==> src/hdl/hfo_pkg.sv <==
// Constants shared by the frame overhead block
package hfo_pkg;
   localparam int          FB_W          = 13;
   // Register offsets of the parallel port
   localparam logic [6:0]  REG_CTRL      = 7'h01;
   localparam logic [6:0]  REG_ZTX       = 7'h02;
   localparam logic [6:0]  REG_STAT      = 7'h03;
   localparam logic [6:0]  REG_SLOT      = 7'h06;
   // Reset values
   localparam logic [7:0]  CTRL_RST      = 8'h00;
   localparam logic [2:0]  ZTX_RST       = 3'h0;
   localparam logic [7:0]  SLOT_RST      = 8'h00;
   // Field positions
   localparam int          CTRL_REMOTE   = 0;
   localparam int          CTRL_RTR      = 1;
   localparam int          CTRL_TXEN     = 2;
   localparam int          SLOT_LPR_A    = 0;
   localparam int          SLOT_LPR_B    = 1;
   localparam int          SLOT_SWAP     = 2;
   // Loop identifiers carried in Z-bits 1 to 3
   localparam logic [2:0]  ID_LOOP_A     = 3'h1;
   localparam logic [2:0]  ID_LOOP_B     = 3'h2;
   // Frame bit positions
   localparam logic [12:0] FB_FIRST      = 13'h0001;
   localparam logic [12:0] FB_SYNC_LAST  = 13'h000e;
   localparam logic [12:0] FB_LOSD       = 13'h000f;
   localparam logic [12:0] FB_FEBE       = 13'h0010;
   localparam logic [12:0] FB_Z1         = 13'h0011;
   localparam logic [12:0] FB_BLK_LEN    = 13'h0091;
   localparam logic [12:0] FB_PAY1_LAST  = 13'h06dc;
   localparam logic [12:0] FB_PS1        = 13'h06e3;
   localparam logic [12:0] FB_PS2        = 13'h06e4;
   localparam logic [12:0] FB_PAY2_FIRST = 13'h06e7;
   localparam logic [12:0] FB_PAY2_LAST  = 13'h0db2;
   localparam logic [12:0] FB_REG_FIRST  = 13'h0db9;
   localparam logic [12:0] FB_REG_LAST   = 13'h0dbc;
   localparam logic [12:0] FB_PAY3_FIRST = 13'h0dbd;
   localparam logic [12:0] FB_PAY3_LAST  = 13'h1488;
   localparam logic [12:0] FB_RTR        = 13'h1490;
   localparam logic [12:0] FB_PAY4_FIRST = 13'h1493;
   localparam logic [12:0] FB_PAY4_LAST  = 13'h1b5e;
   localparam logic [12:0] FB_LAST       = 13'h1b62;
endpackage

==> src/hdl/hfo_framer.sv <==
// Frame overhead generator with loop start-up logic and payload FIFO
`timescale 1ns/100ps

module hfo_fifo #(
   parameter int WIDTH = 8,
   parameter int DEPTH = 8
) (
   input  wire logic             clk_i,
   input  wire logic             rst_b_i,
   input  wire logic             ce_i,
   input  wire logic             in_valid_i,
   output      logic             in_ready_o,
   input  wire logic [WIDTH-1:0] in_data_i,
   output      logic             out_valid_o,
   input  wire logic             out_ready_i,
   output      logic [WIDTH-1:0] out_data_o
);
   localparam int AW = (DEPTH > 1) ? $clog2(DEPTH) : 1;
   if (DEPTH < 2 || (1 << AW) != DEPTH) begin : g_depth_check
      $error("hfo_fifo: DEPTH must be a power of two");
   end
   typedef struct packed {
      logic [DEPTH-1:0][WIDTH-1:0] mem;
      logic [AW-1:0]               wp;
      logic [AW-1:0]               rp;
      logic [AW:0]                 cnt;
   } hfo_fifo_s;
   hfo_fifo_s s_q, s_d;
   logic push, pop;

   assign in_ready_o  = (s_q.cnt != (AW+1)'(DEPTH));
   assign out_valid_o = (s_q.cnt != '0);
   assign out_data_o  = s_q.mem[s_q.rp];
   assign push        = ce_i && in_valid_i && in_ready_o;
   assign pop         = ce_i && out_valid_o && out_ready_i;

   always_comb begin
      s_d = s_q;
      if (push) begin
         s_d.mem[s_q.wp] = in_data_i;
         s_d.wp          = s_q.wp + 1'b1;
      end
      if (pop) begin
         s_d.rp = s_q.rp + 1'b1;
      end
      s_d.cnt = s_q.cnt + (AW+1)'(push) - (AW+1)'(pop);
   end

   always_ff @(posedge clk_i) begin
      if (!rst_b_i) begin
         s_q <= '0;
      end else begin
         s_q <= s_d;
      end
   end
endmodule

// Contract
// - Frame bit 15 carries the far-end loss-of-input flag.
// - Bits 1763 and 1764 carry remote power status, sent by remote only.
// - Bits 3513 to 3516 carry the four regenerator indications in order.
// - Remote checks received loop ids, swaps paths if wrong, returns its id.
// - Both loop reversal enables in register 06h must be set to turn on automatic path switch.
// - Ready-to-receive bit is sent only when ready for payload.
// - Automatic loop swap moves selected channels to the surviving loop.
module hfo_framer #(
   parameter logic [13:0] SYNC_WORD = 14'h3c5a,
   parameter int          FIFO_W    = 8,
   parameter int          FIFO_D    = 8
) (
   input  wire logic             clk_i,
   input  wire logic             rst_b_i,
   input  wire logic             ce_i,
   input  wire logic [6:0]       addr_i,
   input  wire logic             wr_i,
   input  wire logic             rd_i,
   input  wire logic [7:0]       wr_data_i,
   output      logic [7:0]       rd_data_o,
   input  wire logic             far_end_loss_i,
   input  wire logic             febe_i,
   input  wire logic             remote_power_status_a_i,
   input  wire logic             remote_power_status_b_i,
   input  wire logic [3:0]       regen_ind_i,
   input  wire logic [2:0]       rx_loop_id_a_i,
   input  wire logic [2:0]       rx_loop_id_b_i,
   input  wire logic             rx_loop_id_valid_i,
   input  wire logic [1:0]       loop_fail_i,
   input  wire logic             pay_valid_i,
   output      logic             pay_ready_o,
   input  wire logic [FIFO_W-1:0] pay_data_i,
   output      logic             tx_bit_o,
   output      logic             tx_frame_start_o,
   output      logic             path_swap_o,
   output      logic             loop_swap_o
);
   if (FIFO_W != 8) begin : g_width_check
      $error("hfo_framer: payload bytes are 8 bits wide");
   end

   typedef struct packed {
      logic [7:0]  ctrl;
      logic [2:0]  ztx;
      logic [7:0]  slot;
      logic [12:0] fbit;
      logic [7:0]  sh;
      logic [2:0]  nb;
      logic        txb;
      logic        fst;
      logic        los_s1;
      logic        los_s2;
      logic [1:0]  fail_s1;
      logic [1:0]  fail_s2;
      logic        rev;
      logic        swap;
      logic [7:0]  rdata;
   } hfo_top_s;
   hfo_top_s s_q, s_d;

   logic       fifo_valid;
   logic       fifo_pop;
   logic [7:0] fifo_data;
   logic       advance;
   logic       is_pay;
   logic       is_z;
   logic [1:0] z_idx;
   logic [2:0] id_ret;
   logic       remote;

   hfo_fifo #(.WIDTH(FIFO_W), .DEPTH(FIFO_D)) hfo_fifo_i (
      .clk_i       (clk_i),
      .rst_b_i     (rst_b_i),
      .ce_i        (ce_i),
      .in_valid_i  (pay_valid_i),
      .in_ready_o  (pay_ready_o),
      .in_data_i   (pay_data_i),
      .out_valid_o (fifo_valid),
      .out_ready_i (fifo_pop),
      .out_data_o  (fifo_data)
   );

   assign remote  = s_q.ctrl[hfo_pkg::CTRL_REMOTE];
   assign advance = s_q.ctrl[hfo_pkg::CTRL_TXEN];
   assign is_pay  = (s_q.fbit >= hfo_pkg::FB_Z1 && s_q.fbit <= hfo_pkg::FB_PAY1_LAST)
                 || (s_q.fbit >= hfo_pkg::FB_PAY2_FIRST && s_q.fbit <= hfo_pkg::FB_PAY2_LAST)
                 || (s_q.fbit >= hfo_pkg::FB_PAY3_FIRST && s_q.fbit <= hfo_pkg::FB_PAY3_LAST)
                 || (s_q.fbit >= hfo_pkg::FB_PAY4_FIRST && s_q.fbit <= hfo_pkg::FB_PAY4_LAST);
   // Z-bit m is the first bit of FB_BLK_LEN-bit block m of payload block 1
   assign is_z    = (s_q.fbit == hfo_pkg::FB_Z1)
                 || (s_q.fbit == hfo_pkg::FB_Z1 + hfo_pkg::FB_BLK_LEN)
                 || (s_q.fbit == hfo_pkg::FB_Z1 + 13'h0002 * hfo_pkg::FB_BLK_LEN);
   assign z_idx   = (s_q.fbit == hfo_pkg::FB_Z1) ? 2'h0 :
                    (s_q.fbit == hfo_pkg::FB_Z1 + hfo_pkg::FB_BLK_LEN) ? 2'h1 : 2'h2;
   assign id_ret  = s_q.rev ? rx_loop_id_b_i : rx_loop_id_a_i;
   assign fifo_pop = advance && is_pay && !is_z && s_q.nb == 3'h0;

   assign rd_data_o        = s_q.rdata;
   assign tx_bit_o         = s_q.txb;
   assign tx_frame_start_o = s_q.fst;
   assign path_swap_o      = s_q.rev;
   assign loop_swap_o      = s_q.swap;

   always_comb begin
      s_d = s_q;
      s_d.los_s1  = far_end_loss_i;
      s_d.los_s2  = s_q.los_s1;
      s_d.fail_s1 = loop_fail_i;
      s_d.fail_s2 = s_q.fail_s1;
      if (wr_i) begin
         unique case (addr_i)
            hfo_pkg::REG_CTRL: s_d.ctrl = wr_data_i;
            hfo_pkg::REG_ZTX:  s_d.ztx  = wr_data_i[2:0];
            hfo_pkg::REG_SLOT: s_d.slot = wr_data_i;
            default:           s_d.ctrl = s_q.ctrl;
         endcase
      end
      if (rd_i) begin
         unique case (addr_i)
            hfo_pkg::REG_CTRL: s_d.rdata = s_q.ctrl;
            hfo_pkg::REG_ZTX:  s_d.rdata = {5'h00, s_q.ztx};
            hfo_pkg::REG_STAT: s_d.rdata = {2'h0, rx_loop_id_a_i, s_q.los_s2, s_q.swap, s_q.rev};
            hfo_pkg::REG_SLOT: s_d.rdata = s_q.slot;
            default:           s_d.rdata = 8'h00;
         endcase
      end
      if (s_q.slot[hfo_pkg::SLOT_LPR_A] && s_q.slot[hfo_pkg::SLOT_LPR_B]
          && rx_loop_id_valid_i) begin
         if (rx_loop_id_a_i == hfo_pkg::ID_LOOP_B && rx_loop_id_b_i == hfo_pkg::ID_LOOP_A) begin
            s_d.rev = 1'b1;
         end else if (rx_loop_id_a_i == hfo_pkg::ID_LOOP_A
                      && rx_loop_id_b_i == hfo_pkg::ID_LOOP_B) begin
            s_d.rev = 1'b0;
         end
      end
      s_d.swap = s_q.slot[hfo_pkg::SLOT_SWAP] && s_q.fail_s2[0] && !s_q.fail_s2[1];
      if (advance) begin
         s_d.fst  = (s_q.fbit == hfo_pkg::FB_FIRST);
         s_d.fbit = (s_q.fbit == hfo_pkg::FB_LAST) ? hfo_pkg::FB_FIRST : s_q.fbit + 13'h0001;
         s_d.txb  = 1'b0;
         if (s_q.fbit <= hfo_pkg::FB_SYNC_LAST) begin
            s_d.txb = SYNC_WORD[4'(hfo_pkg::FB_SYNC_LAST - s_q.fbit)];
         end else if (s_q.fbit == hfo_pkg::FB_LOSD) begin
            s_d.txb = s_q.los_s2;
         end else if (s_q.fbit == hfo_pkg::FB_FEBE) begin
            s_d.txb = febe_i;
         end else if (is_z) begin
            s_d.txb = remote ? id_ret[z_idx] : s_q.ztx[z_idx];
         end else if (is_pay) begin
            if (s_q.nb != 3'h0) begin
               s_d.txb = s_q.sh[7];
               s_d.sh  = {s_q.sh[6:0], 1'b0};
               s_d.nb  = s_q.nb - 3'h1;
            end else if (fifo_valid) begin
               s_d.txb = fifo_data[7];
               s_d.sh  = {fifo_data[6:0], 1'b0};
               s_d.nb  = 3'h7;
            end else begin
               // Idle ones when payload runs dry
               s_d.txb = 1'b1;
            end
         end else if (s_q.fbit == hfo_pkg::FB_PS1) begin
            s_d.txb = remote && remote_power_status_a_i;
         end else if (s_q.fbit == hfo_pkg::FB_PS2) begin
            s_d.txb = remote && remote_power_status_b_i;
         end else if (s_q.fbit >= hfo_pkg::FB_REG_FIRST && s_q.fbit <= hfo_pkg::FB_REG_LAST) begin
            s_d.txb = regen_ind_i[2'(hfo_pkg::FB_REG_LAST - s_q.fbit)];
         end else if (s_q.fbit == hfo_pkg::FB_RTR) begin
            s_d.txb = s_q.ctrl[hfo_pkg::CTRL_RTR];
         end
      end else begin
         s_d.fst = 1'b0;
      end
   end

   always_ff @(posedge clk_i) begin
      if (!rst_b_i) begin
         s_q      <= '0;
         s_q.fbit <= hfo_pkg::FB_FIRST;
         s_q.ctrl <= hfo_pkg::CTRL_RST;
         s_q.ztx  <= hfo_pkg::ZTX_RST;
         s_q.slot <= hfo_pkg::SLOT_RST;
      end else if (ce_i) begin
         s_q <= s_d;
      end
   end
endmodule

==> config.mk <==
export PLATFORM = sky130hd
export DESIGN_NAME = hfo_framer
export DESIGN_NICKNAME = d
export VERILOG_FILES = /design/src/hdl/hfo_pkg.sv /design/src/hdl/hfo_framer.sv
export SDC_FILE = /design/constraint.sdc
export NUM_CORES = 1
export LEC_CHECK = 0
export BUFFER_PORTS_ARGS = -buffer_cell sky130_fd_sc_hd__buf_2
export CAP_MARGIN = 15
export CORE_AREA = 2 2 119 121
export DETAILED_ROUTE_END_ITERATION = 7
export DIE_AREA = 0 0 121 123
export PLACE_DENSITY_LB_ADDON = 0.12
export SLEW_MARGIN = 30
export SYNTH_ARGS = -nofsm -noshare
export SYNTH_HDL_FRONTEND = slang
export SYNTH_HIERARCHICAL = 1
export SYNTH_SLANG_ARGS = --single-unit
==> constraint.sdc <==
create_clock -name clk_i -period 3.6 [get_ports clk_i]
set_clock_uncertainty 0.2 [all_clocks]
set_input_delay 0.18 -clock clk_i [delete_from_list [all_inputs] [get_ports clk_i]]
set_output_delay 0.18 -clock clk_i [all_outputs]
set_load 0.02 [all_outputs]
## Yosys cells after proc, flatten, opt, wreduce, memory -nomap -nowiden

Memory sizes are Yosys's and may differ from the RTL's.
Index checks and enable logic that the tools add are counted.

| operators by class | value |
|---|---|
| eq/ne operators | 19 |
| reduce and logical (&&, ||, !) cells | 40 |
| add/subtract/negate cells | 8 |
| divide/modulo/power cells | 0 |
| bitwise operators | 4 |
| muxes and demuxes | 33 |
| shift-type cells | 0 |
| order comparisons | 17 |
| multipliers | 0 |

Operators by type and width:

| operator | count |
|---|---|
| 64-bit bitwise mux | 1 |
| 8-bit case mux with 4 select lines | 1 |
| 13-bit by 11-bit equality test with 1-bit output, second input constant | 2 |
| 13-bit equality test, second input constant | 2 |
| 13-bit by 5-bit equality test with 1-bit output, second input constant | 2 |
| 13-bit by 12-bit >= comparator with 1-bit output, second input constant | 2 |
| 13-bit by 12-bit <= comparator with 1-bit output, second input constant | 2 |
| 13-bit <= comparator, second input constant | 2 |
| 8-bit binary-select mux with 3-bit select | 1 |
| 8-bit demux with 3-bit select | 1 |
| 1-bit logical AND | 21 |
| 1-bit 2-to-1 mux | 18 |
| 8-bit 2-to-1 mux | 2 |
| 7-bit by 2-bit equality test with 1-bit output, second input constant | 2 |
| 13-bit by 1-bit adder with 13-bit output, second input constant | 1 |
| 13-bit by 1-bit equality test with 1-bit output, second input constant | 1 |
| 13-bit by 4-bit equality test with 1-bit output, second input constant | 1 |
| 13-bit by 8-bit equality test with 1-bit output, second input constant | 1 |
| 13-bit by 9-bit equality test with 1-bit output, second input constant | 1 |
| 13-bit by 11-bit >= comparator with 1-bit output, second input constant | 1 |
| 13-bit >= comparator, second input constant | 1 |
| 13-bit by 5-bit >= comparator with 1-bit output, second input constant | 1 |
| 13-bit by 11-bit <= comparator with 1-bit output, second input constant | 1 |
| 13-bit by 4-bit <= comparator with 1-bit output, second input constant | 1 |
| 31 further kinds | 52 |

| storage, ports and cells | value |
|---|---|
| RAM bits | 0 |
| latch bits | 0 |
| memories | 1 |
| bits in read-only memories | 16 |
| output and inout port bits | 13 |
| bits of input ports | 46 |
| logic and storage cells | 148 |
| flip-flop bits (word level) | 135 |

Memories:

| memory | depth | bits a word | rd ports | clocked after memory_dff | write ports | RTL line | text |
|---|---|---|---|---|---|---|---|
| (no name shown) | 16 | 1 | 1 | 0 | 0 | hfo_framer.sv:200 | `s_d.txb = SYNC_WORD[4'(hfo_pkg::FB_SYNC_LAST - s_q.fbit)];` |

## Longest topological paths before layout

Gate-level depths: netlist of run 1.

| logic depth | value |
|---|---|
| depth in word-level cells | 11 |
| mapped depth | 19 |
| gate-level depth less buffers | 17 |

## Modules after synthesis

The synthesis of run 1 kept the hierarchy.

By module, submodules not included:

| module | area an instance (um2) | instances | seq. area each (um2) | cells an instance |
|---|---|---|---|---|
| hfo_framer | 3,692.3 | 1 | 1,201.2 | 444 |
| hfo_fifo | 3,472.1 | 1 | 1,481.4 | 318 |

## Worst setup path before layout of run 1

No wires, ideal clock.

| path | value |
|---|---|
| kind | register to register |
| from | reg, netlist name s_q[29] |
| to | reg hfo_fifo_i/s_q[2] (netlist bit) |
| period minus slack after synthesis | 3.510 ns |
| cell stages (with the launch flop) | 20 |
| setup time | 0.118 ns |
| buffers on the path | 2 |
| setup slack | 0.090 ns |
| arrival time | 3.193 ns |
| data required time | 3.282 ns |
| path through | dfxtp_1 > buf_2 > inv_1 > ha_1 > and3_1 > a41o_1 > nor2_1 > a2bb2oi_1 > a21oi_2 > buf_6 > and3_1 > nand2_1 > nor2_1 > ha_1 > inv_1 > ha_1 > inv_1 > fa_1 > xor2_1 > nor2_1 |

RTL lines:

| what | RTL line | text |
|---|---|---|
| to (signal assigned) | hfo_framer.sv:51 | `s_q <= '0;` |
| to (signal assigned) | hfo_framer.sv:53 | `s_q <= s_d;` |
| to (decl) | hfo_framer.sv:28 | `hfo_fifo_s s_q, s_d;` |

==> out/results.tsv, run 1 <==
stage	metric	value	unit
status	status	finished clean	
sta	Final Cycle Share	93.5	%
drt	# DRC	0	
setup_path	Worst Path Required	3700	ps
finish	Final nets	893	
synth	commonest register cell after synthesis	dfxtp_1	
setup_path	CP Max Fanout	9	
sta	Tmin final	3360	ps
synth	Post-Syn Area	0.00716	mm2
setup_path	critical path startpoint	s_q[40]	
pwr	clock network power share	46.9	%
hold_path	Hold Crit Depth	3	
setup_path	R2R Path End	hfo_fifo_i/s_q[2]	
drt	DRT Wirelength	17600	um
synth	Syn. warnings	6	
sta	final hold violation count	0	
drt	Starting DRT DRC Count	388	
synth	number of synthesized flops with an enable pin	0	
drt	total number of vias	5812	
synth	ranking of synthesized cells by area	dfxtp_1, mux2i_1, nand2_1	
pwr	internal cell power	2.61	mW
finish	layout cell share with drive strength beyond 1	22.9	%
synth	Post-Syn Area per Cell	9.40	um2
pwr	total power	3.42	mW
setup_path	CP Class	reg -> reg	
sta	max-slew violation count	0	
run	MaxCap Viol Count	0	
setup_path	Setup crit end kind	register	
die	area of the core	0.0136	mm2
global_route	vias in the first global route	5529	
setup_path	Slowest cell on crit path	or4_4	
hold_path	Hold EP	hfo_fifo_i/s_q[30]	
setup_path	WP data arrival	3460	ps
synth	Syn Nets	824	
finish	number of inserted diodes	0	
drt	vias per cell	5.68	
setup_path	Critical Path Start Type	register	
clocking	TritonCTS buffer count	17	
pwr	Logic pwr share	8.4	%
setup_path	delay-heaviest family, CP	simple AND/OR/NAND/NOR gates	
finish	Multi-input gate area	0.00417	mm2
pwr	peak supply drop	0.000277	V
placed_design	gpl congestion	0.911	
finish	Cell Count, Final, Fillers Out	1024	
drt	Detail Route Antenna Nets	0	
clocking	clock buffer depth	2	
clocking	htree depth	4	
pwr	LEAKAGE	3.07	nW
setup_path	R2R Setup Slk	240	ps
finish	area growth from synthesis to layout	18.2	%
die	Starting Density	52.6	%
synth	ys async rst share	0	%
setup_path	CP Cell Sequence	buf_6, nand2_1, or4_4, o31ai_4, a2bb2oi_2, a21oi_2, and3_1, nand2_1, nor2_1, ha_2, inv_1, ha_1, inv_1, fa_1, xor2_1, nor2_1	
clocking	clk_lat worst skew	420	ps
global_route	first-pass GRT wire length	28200	um
die	Die Area	0.0149	mm2
synth	area share of the largest cell type after synthesis	37.4	%
global_route	overall global routing resource usage	24.3	%
clocking	CTS sink cnt	134	
sta	FMAX	297	MHz
die	Die Y	123	um
synth	synthesis-stage register bit count	134	
die	Ports	59	
sta	final setup vio count	0	
clocking	CTS tree	yes	
placed_design	DP HPWL	12000	um
pwr	Power Density	403	mW/mm2
pwr	Switch Pwr	805	uW
placed_design	placed cells	971	
sta	Worst Max-Slew Pin Slew	931	ps
synth	sequential-to-total area share from yosys stat	37.4	%
placed_design	port bufs	58	
sta	Rel. slew slack	37.5	%
drt	TritonRoute pass-1 iters	5	
clocking	root buffer cell	clkbuf_16	
setup_path	Max stage delay on crit path	540	ps
hold_path	hold_sp	pay_data_i[4]	
synth	Cells after Synth	762	
global_route	GRT overflow	0	
synth	top cell type by total area after synthesis	dfxtp_1	
drt	Routed WL per cell	17.1	um
global_route	initial antenna violation count	0	
finish	Sequential Area	0.00269	mm2
setup_path	Register-to-Register Path Depth	16	
setup_path	r2r startpoint	s_q[40]	
clocking	CTS clk-pin slew, worst paths	60	ps
finish	Filler cells	1143	
pwr	sw frac	23.6	%
global_route	largest net degree at the start of global routing	88	
synth	synth unique cells	75	
die	cell row count	43	
setup_path	Bufs and invs on worst path	3	
die	DIE WIDTH	121	um
pwr	Seq pwr share	44.7	%
hold_path	Hold/Removal Path Class	in -> reg	
registers in the layout, summed over array words and instances (netlist names), 3 cells and up:
register / flops
s_d: 3
rd_data_o: 8
s_q: 43
hfo_fifo_i/s_q: 74
layer usage:
layer | up-vias | share of wire (%) | global-route usage (%)
met1 | 2785 | 44 | 30.6
met5 | - | 0 | 0
met4 | 0 | 1.8 | 9.67
li1 | 2852 | - | -
met2 | 148 | 50 | 41.4
met3 | 27 | 3.9 | 4.29
cell type report:
type | count | area share [%]
Clock buffer | 25 | 5.61
Clock inverter | 7 | 0.857
Inverter | 21 | 0.931
Multi-Input combinational cell | 548 | 49.3
Sequential cell | 134 | 31.8
Tap cell | 180 | 2.66
Timing Repair Buffer | 109 | 8.89
kinds of logic (layout without fill, tap and decap cells):
group / count (synthesis) / in the layout / share of synthesized area, %
muxes: 128 / 128 / 21.1
xor gates and xnor gates: 13 / 13 / 1.59
and+or+nand+nor: 290 / 290 / 21.2
AOI/OAI and AO/OA: 101 / 101 / 10.3
buffers and inverters: 80 / 162 / 5.43
adders and majority gates: 16 / 16 / 2.90
DFF: 134 / 134 / 37.4
through the flow:
stage	setup TNS (ps)	setup WS (ps)	hold WS, ps	utilization, %	instance area, um2
floorplan	0	89.5	102	-	7160
global placement	-6.82	-6.82	224	56.0	7620
detailed placement	-5.08	-5.08	234	56.0	7620
CTS	0	123	6.23	61.4	8360
global route	-10.1	-10.1	50.3	62.2	8470
finish	0	236	2.83	62.2	8470
repair_timing:
item                       in CTS  in global routing
gates resized for setup         1                 19
setup endpoints to repair       1                  3
hold buffers                   19                  0
pin swaps                       0                  3
hold endpoints to repair       36                  0
buffers inserted                0                  2
power groups by stage:
stage / clock (mW) / sequential, mW / combinational, mW
floorplan: 0 / 1.55 / 0.197
global placement: 0 / 1.56 / 0.263
detailed placement: 0 / 1.56 / 0.271
CTS: 1.63 / 1.53 / 0.287
global route: 1.69 / 1.53 / 0.316
finish: 1.60 / 1.53 / 0.287
cells in the mapped netlist (6+ instances only):
| library cell | n |
|---|---|
| nand2_1 | 118 |
| nand2b_1 | 9 |
| inv_1 | 20 |
| buf_4 | 11 |
| mux2_2 | 15 |
| a21oi_1 | 31 |
| dfxtp_1 | 134 |
| nand3_1 | 18 |
| mux2i_1 | 96 |
| o21ai_0 | 20 |
| a311oi_2 | 8 |
| nand4_1 | 12 |
| xor2_1 | 8 |
| buf_1 | 8 |
| and3_1 | 13 |
| nor2b_1 | 6 |
| nor2_1 | 63 |
| and2_1 | 8 |
| clkbuf_1 | 24 |
| mux4_2 | 17 |
| buf_2 | 11 |
| ha_1 | 15 |
placed cells by master (no fill, tap or decap), types with 9 or more instances in the layout:
cell type and count:
a21oi_1 31, and3_1 13, buf_2 58, buf_4 28, clkbuf_16 17, dfxtp_1 128
dlygate4sd3_1 19, ha_1 14, inv_1 20, mux2_2 15, mux2i_1 96, mux4_2 17
nand2_1 118, nand2b_1 9, nand3_1 18, nand4_1 12, nor2_1 63, o21ai_0 19
worst max path at each step:
stage,endpoint,slack [ps],cells past startpoint
after floorplan,hfo_fifo_i/s_q[2],90,19
after global placement,hfo_fifo_i/s_q[2],-7,15
after detailed placement,hfo_fifo_i/s_q[2],-5,15
after CTS,hfo_fifo_i/s_q[2],120,15
after global routing,hfo_fifo_i/s_q[2],-10,16
final,hfo_fifo_i/s_q[2],240,16
worst min-delay path, cell delays in order:
cell     delay [ps]
buf_2            70
nand2_1         150
mux2i_1         170
No activity file was read; power rests on OpenSTA's default activity.
==> run 2, diff against run 1 <==
--- a/config.mk
+++ b/config.mk
@@ -7,9 +7,9 @@
 export LEC_CHECK = 0
 export BUFFER_PORTS_ARGS = -buffer_cell sky130_fd_sc_hd__buf_2
 export CAP_MARGIN = 15
-export CORE_AREA = 2 2 119 121
+export CORE_AREA = 2 2 113 115
 export DETAILED_ROUTE_END_ITERATION = 7
-export DIE_AREA = 0 0 121 123
+export DIE_AREA = 0 0 115 117
 export PLACE_DENSITY_LB_ADDON = 0.12
 export SLEW_MARGIN = 30
 export SYNTH_ARGS = -nofsm -noshare
==> constraint.sdc (replaced) <==
create_clock -name clk_i -period 3.1 [get_ports clk_i]
set_clock_uncertainty 0.2 [all_clocks]
set_input_delay 0.155 -clock clk_i [delete_from_list [all_inputs] [get_ports clk_i]]
set_output_delay 0.155 -clock clk_i [all_outputs]
set_load 0.02 [all_outputs]
==> run 2 against run 1 <==
Effect of this change: the flow now finishes with violations (negative setup slack); register-to-register slack got worse by 380 ps; clock power rose by 25%; fmax rose by 3.8%; die area fell by 9.6%; via count rose by 4.7%; global-route usage rose by 3.8 points; sequential share of layout area fell by 1.7 points; first-iteration DRC count rose by 8.8%; power rose by 21%; critical path depth did not move.
==> out/results.tsv, run 2 (synthesized netlist as in run 1, its figures left out) <==
stage	metric	value	unit
status	status	complete, but fails checks	
status	failing checks	negative setup slack	
placed_design	Placement Setup Slack	-228	ps
sta	fin worst setup slack	-142	ps
drt	vias per cell	5.80	
hold_path	Hold/Removal Path Class	in -> reg	
sta	FMAX	308	MHz
finish	Final nets	949	
finish	leading cell type in the layout, fill and taps excluded	dfxtp_1	
sta	Worst Max-Slew Pin Slew	883	ps
finish	largest register by flop count	hfo_fifo_i/s_q	
sta	final hold violation count	0	
placed_design	DP HPWL	12900	um
run	MaxCap Viol Count	0	
clocking	root buffer cell	clkbuf_16	
global_route	GRT overflow	0	
sta	Final Cycle Share	105	%
placed_design	gpl congestion	0.895	
setup_path	Worst Path Required	3210	ps
clocking	htree depth	4	
clocking	clk_lat worst skew	430	ps
finish	Final Instance Area	0.00896	mm2
global_route	largest net degree at the start of global routing	63	
clocking	TritonCTS buffer count	17	
pwr	peak supply drop	0.000424	V
placed_design	port bufs	58	
drt	Routed WL per cell	17.5	um
clocking	CTS sink cnt	134	
die	cell row count	41	
setup_path	Bufs and invs on worst path	3	
sta	final setup vio count	3	
drt	# DRC	0	
die	Die Area	0.0135	mm2
placed_design	Post-DP Area	0.00805	mm2
global_route	first-pass GRT wire length	29500	um
clocking	CTS clk-pin slew, worst paths	60	ps
drt	Detail Route Antenna Nets	0	
finish	number of inserted diodes	0	
drt	Starting DRT DRC Count	422	
clocking	CTS tree	yes	
sta	Tmin final	3240	ps
drt	DRT Wirelength	18400	um
finish	area growth from synthesis to layout	25.1	%
setup_path	CP Cell Sequence	buf_6, a311o_1, a311oi_1, nor2_1, a2bb2oi_2, a21oi_2, and3_4, nand2_4, nor2_2, ha_1, inv_2, ha_4, inv_2, fa_2, xor2_1, nor2_1	
sta	max-slew violation count	0	
drt	TritonRoute pass-1 iters	6	
sta	Setup TNS	-383	ps
setup_path	delay-heaviest family, CP	compound AO/OA/AOI/OAI gates	
die	Die Y	117	um
global_route	initial antenna violation count	0	
die	Ports	59	
setup_path	CP Max Fanout	4	
setup_path	CP Class	reg -> reg	
die	Starting Density	58.2	%
setup_path	Max stage delay on crit path	370	ps
global_route	vias in the first global route	6063	
finish	layout cell share with drive strength beyond 1	29.6	%
pwr	Power Density	460	mW/mm2
die	area of the core	0.0123	mm2
setup_path	Slowest cell on crit path	a311o_1	
setup_path	Critical Path Start Type	register	
global_route	overall global routing resource usage	28.1	%
setup_path	Setup crit end kind	register	
finish	most frequent cells in the layout	dfxtp_1, nand2_1, mux2i_1, buf_4, nor2_1	
sta	unrepaired setup endpoints after global routing	true	
die	DIE WIDTH	115	um
sta	Rel. slew slack	40.7	%
clocking	clock buffer depth	2	
drt	total number of vias	6083	
finish	Finished Core Util	72.8	%
setup_path	WP data arrival	3360	ps
pwr	LEAKAGE	3.39	nW
finish	Largest register FFs	74	
[run 2: cell types whose count changed in the layout (fill, tap and decap cells not counted), moves of 3 or more]
cell | before | now
dlygate4sd3_1 | 19 | 23
inv_1 | 20 | 16
ha_4 | 0 | 3
dfxtp_1 | 128 | 125
buf_4 | 28 | 79
inv_2 | 1 | 4
clkbuf_1 | 6 | 0
[run 2: worst paths after layout]
path                      startpoint            endpoint  slack, ps  cells past startpoint
setup / recovery             s_q[37]   hfo_fifo_i/s_q[2]       -140                     16
hold / removal         pay_data_i[3]  hfo_fifo_i/s_q[53]         30                      3
setup reg to reg             s_q[37]   hfo_fifo_i/s_q[2]       -140                     16
hold reg to reg   hfo_fifo_i/s_q[67]  hfo_fifo_i/s_q[67]        260                      2
[run 2: what timing repair did]
| item | 4_1_cts | 5_1_grt |
|---|---|---|
| hold endpoints to repair | 61 | 0 |
| endpoints found under the setup margin | 3 | 3 |
| pin swaps | 5 | 1 |
| buffers inserted | 4 | 1 |
| resized for setup | 16 | 4 |
| hold buffers | 23 | 0 |
[run 2: layer usage]
metal / vias up / global-route usage, % / routed length, um
met5: - / 0 / 0
met4: 0 / 10.6 / 386
met3: 36 / 4.63 / 818
met2: 185 / 50.4 / 9360
met1: 2901 / 34.1 / 7800
li1: 2961 / - / -
[run 2: worst reg2reg max path, cell delays in order (launching register included)]
cell       delay [ps]
dfxtp_4           350
buf_6             120
a311o_1           370
a311oi_1          270
nor2_1             90
a2bb2oi_2         150
a21oi_2           180
and3_4            220
nand2_4            60
nor2_2             80
ha_1              240
inv_2              70
ha_4              130
inv_2              40
fa_2              320
xor2_1            170
nor2_1             70
[run 2: per-stage QoR]
| stage | instances | hold slack (ps) | total power, mW |
|---|---|---|---|
| global route | 1049 | 56.2 | 4.25 |
| global placement | 990 | 194 | 2.11 |
| finish | 1049 | 34.8 | 4.12 |
| detailed placement | 990 | 201 | 2.12 |
| floorplan | 762 | 76.7 | 2.03 |
| CTS | 1048 | 20.5 | 4.13 |
[run 2: power by group]
part	internal, mW	switching [mW]	leakage [nW]	total (mW)
logic	0.144	0.200	2.02	0.344
clock network	1.19	0.816	0.283	2.00
registers	1.75	0.0237	1.09	1.77
total	3.08	1.04	3.39	4.12
[run 2: layout make-up]
cell class | instances | area, um2
clock buffer | 17 | 425
clock inverter | 14 | 153
fill | 939 | 3350
inverter | 21 | 81.3
multi-input combinational | 548 | 4220
sequential | 134 | 2700
tap | 150 | 188
timing repair buffer | 165 | 1200
==> run 3, diff against run 2 <==
--- a/config.mk
+++ b/config.mk
@@ -8,6 +8,7 @@
 export BUFFER_PORTS_ARGS = -buffer_cell sky130_fd_sc_hd__buf_2
 export CAP_MARGIN = 15
 export CORE_AREA = 2 2 113 115
+export CTS_BUF_LIST = sky130_fd_sc_hd__clkbuf_4 sky130_fd_sc_hd__clkbuf_8
 export DETAILED_ROUTE_END_ITERATION = 7
 export DIE_AREA = 0 0 115 117
 export PLACE_DENSITY_LB_ADDON = 0.12
==> run 3 against run 2 <==
Effect of this change: the run still ends with negative setup slack left; combinational power is essentially flat; die area unchanged; sequential cell count is the same; register-to-register slack about the same; clock-buffer cell count is the same; non-clock buffer count decreased by 3; critical path type unchanged; critical endpoint unchanged; largest cell class unchanged.
==> out/results.tsv, run 3 (synthesized netlist as in run 1, its figures left out) <==
stage	metric	value	unit
placed_design	gpl congestion	0.895	
drt	total number of vias	6040	
pwr	peak supply drop	0.000459	V
sta	Worst Max-Slew Pin Slew	861	ps
drt	DRT Wirelength	18000	um
clocking	root buffer cell	clkbuf_8	
run	MaxCap Viol Count	0	
global_route	vias in the first global route	5945	
setup_path	Worst Path Required	3240	ps
die	Ports	59	
die	Starting Density	58.2	%
global_route	largest net degree at the start of global routing	63	
global_route	initial antenna violation count	0	
finish	Finished Core Util	71.1	%
pwr	LEAKAGE	3.29	nW
global_route	GRT overflow	0	
sta	Rel. slew slack	42.1	%
sta	FMAX	309	MHz
drt	Starting DRT DRC Count	437	
pwr	Power Density	407	mW/mm2
finish	Largest register FFs	74	
clocking	CTS clk-pin slew, worst paths	80	ps
placed_design	Post-DP Area	0.00805	mm2
global_route	first-pass GRT wire length	28800	um
sta	Tmin final	3240	ps
status	status	complete, but fails checks	
finish	leading cell type in the layout, fill and taps excluded	dfxtp_1	
status	failing checks	negative setup slack	
sta	max-slew violation count	0	
finish	area growth from synthesis to layout	22.3	%
clocking	htree depth	4	
clocking	TritonCTS buffer count	17	
setup_path	CP Max Fanout	5	
drt	TritonRoute pass-1 iters	5	
die	DIE WIDTH	115	um
clocking	CTS sink cnt	134	
placed_design	port bufs	58	
setup_path	CP Class	reg -> reg	
sta	Setup TNS	-357	ps
global_route	overall global routing resource usage	27.4	%
sta	final hold violation count	0	
pwr	total power	3.57	mW
finish	largest register by flop count	hfo_fifo_i/s_q	
clocking	clock buffer depth	2	
sta	unrepaired setup endpoints after global routing	true	
drt	# DRC	0	
placed_design	DP HPWL	12900	um
clocking	CTS tree	yes	
clocking	clk_lat worst skew	450	ps
setup_path	WP data arrival	3380	ps
drt	Detail Route Antenna Nets	0	
finish	Final Instance Area	0.00876	mm2
finish	most frequent cells in the layout	dfxtp_1, nand2_1, mux2i_1, buf_4, nor2_1	
die	cell row count	41	
finish	Final nets	946	
sta	Hold Slack	25.0	ps
finish	layout cell share with drive strength beyond 1	29.5	%
setup_path	Critical Path Start Type	register	
drt	vias per cell	5.77	
sta	fin worst setup slack	-137	ps
sta	Final Cycle Share	104	%
drt	Routed WL per cell	17.2	um
finish	number of inserted diodes	0	
die	Die Y	117	um
hold_path	Hold/Removal Path Class	in -> reg	
sta	final setup vio count	3	
setup_path	Setup crit end kind	register	
die	area of the core	0.0123	mm2
die	Die Area	0.0135	mm2
## run 3: cell types whose count changed in the layout (fill, tap and decap cells not counted), sizes merged
cell	before	now
buf	142	138
dlygate4sd3	23	24
## run 3: worst max-delay path, stage by stage (launching register included)
cell,delay (ps)
dfxtp_4,370
nand4bb_4,250
or4_4,460
o31ai_4,190
a2bb2oi_2,100
a21oi_2,160
and3_4,220
nand2_4,60
nor2_2,80
ha_1,240
inv_2,70
ha_4,130
inv_2,40
fa_2,320
xor2_1,170
nor2_1,70
## run 3: cell type report
type | instances | area [um2]
timing repair buffer | 162 | 1170
tap | 150 | 188
clock buffer | 17 | 234
clock inverter | 14 | 153
multi-input combinational | 548 | 4240
fill | 972 | 3550
inverter | 21 | 81.3
sequential | 134 | 2700
## run 3: power breakdown
group	internal (mW)	switching [mW]	total, mW
sequential	1.75	0.0236	1.77
combinational	0.145	0.200	0.344
clock	0.720	0.734	1.45
## run 3: per-layer routing
layer | wire length [um] | GRT usage, % | part of all wire (%)
met4 | 323 | 9.64 | 1.8
met3 | 684 | 4.38 | 3.8
met1 | 7810 | 33.5 | 43
met2 | 9170 | 49.3 | 51
met5 | 0 | 0 | 0
## run 3: stage by stage
stage	cells	setup WS, ps
after global placement	990	-200
after detailed placement	990	-228
after floorplan	762	-119
after CTS	1045	-161
after global routing	1046	-329
final	1046	-137
## run 3: timing repair
action / CTS / global route
setup buffers: 0 / 1
pin swaps: 3 / 2
gates resized for setup: 14 / 6
hold buffers: 24 / 0
endpoints found under the setup margin: 3 / 3
hold endpoints to repair: 89 / 0
## run 3: worst paths after layout
path | end | startpoint | depth (start not counted) | slack, ps
setup / recovery | hfo_fifo_i/s_q[2] | s_q[38] | 15 | -140
hold / removal | hfo_fifo_i/s_q[8] | ce_i | 4 | 30
setup reg to reg | hfo_fifo_i/s_q[2] | s_q[38] | 15 | -140
hold reg to reg | hfo_fifo_i/s_q[71] | hfo_fifo_i/s_q[71] | 2 | 260
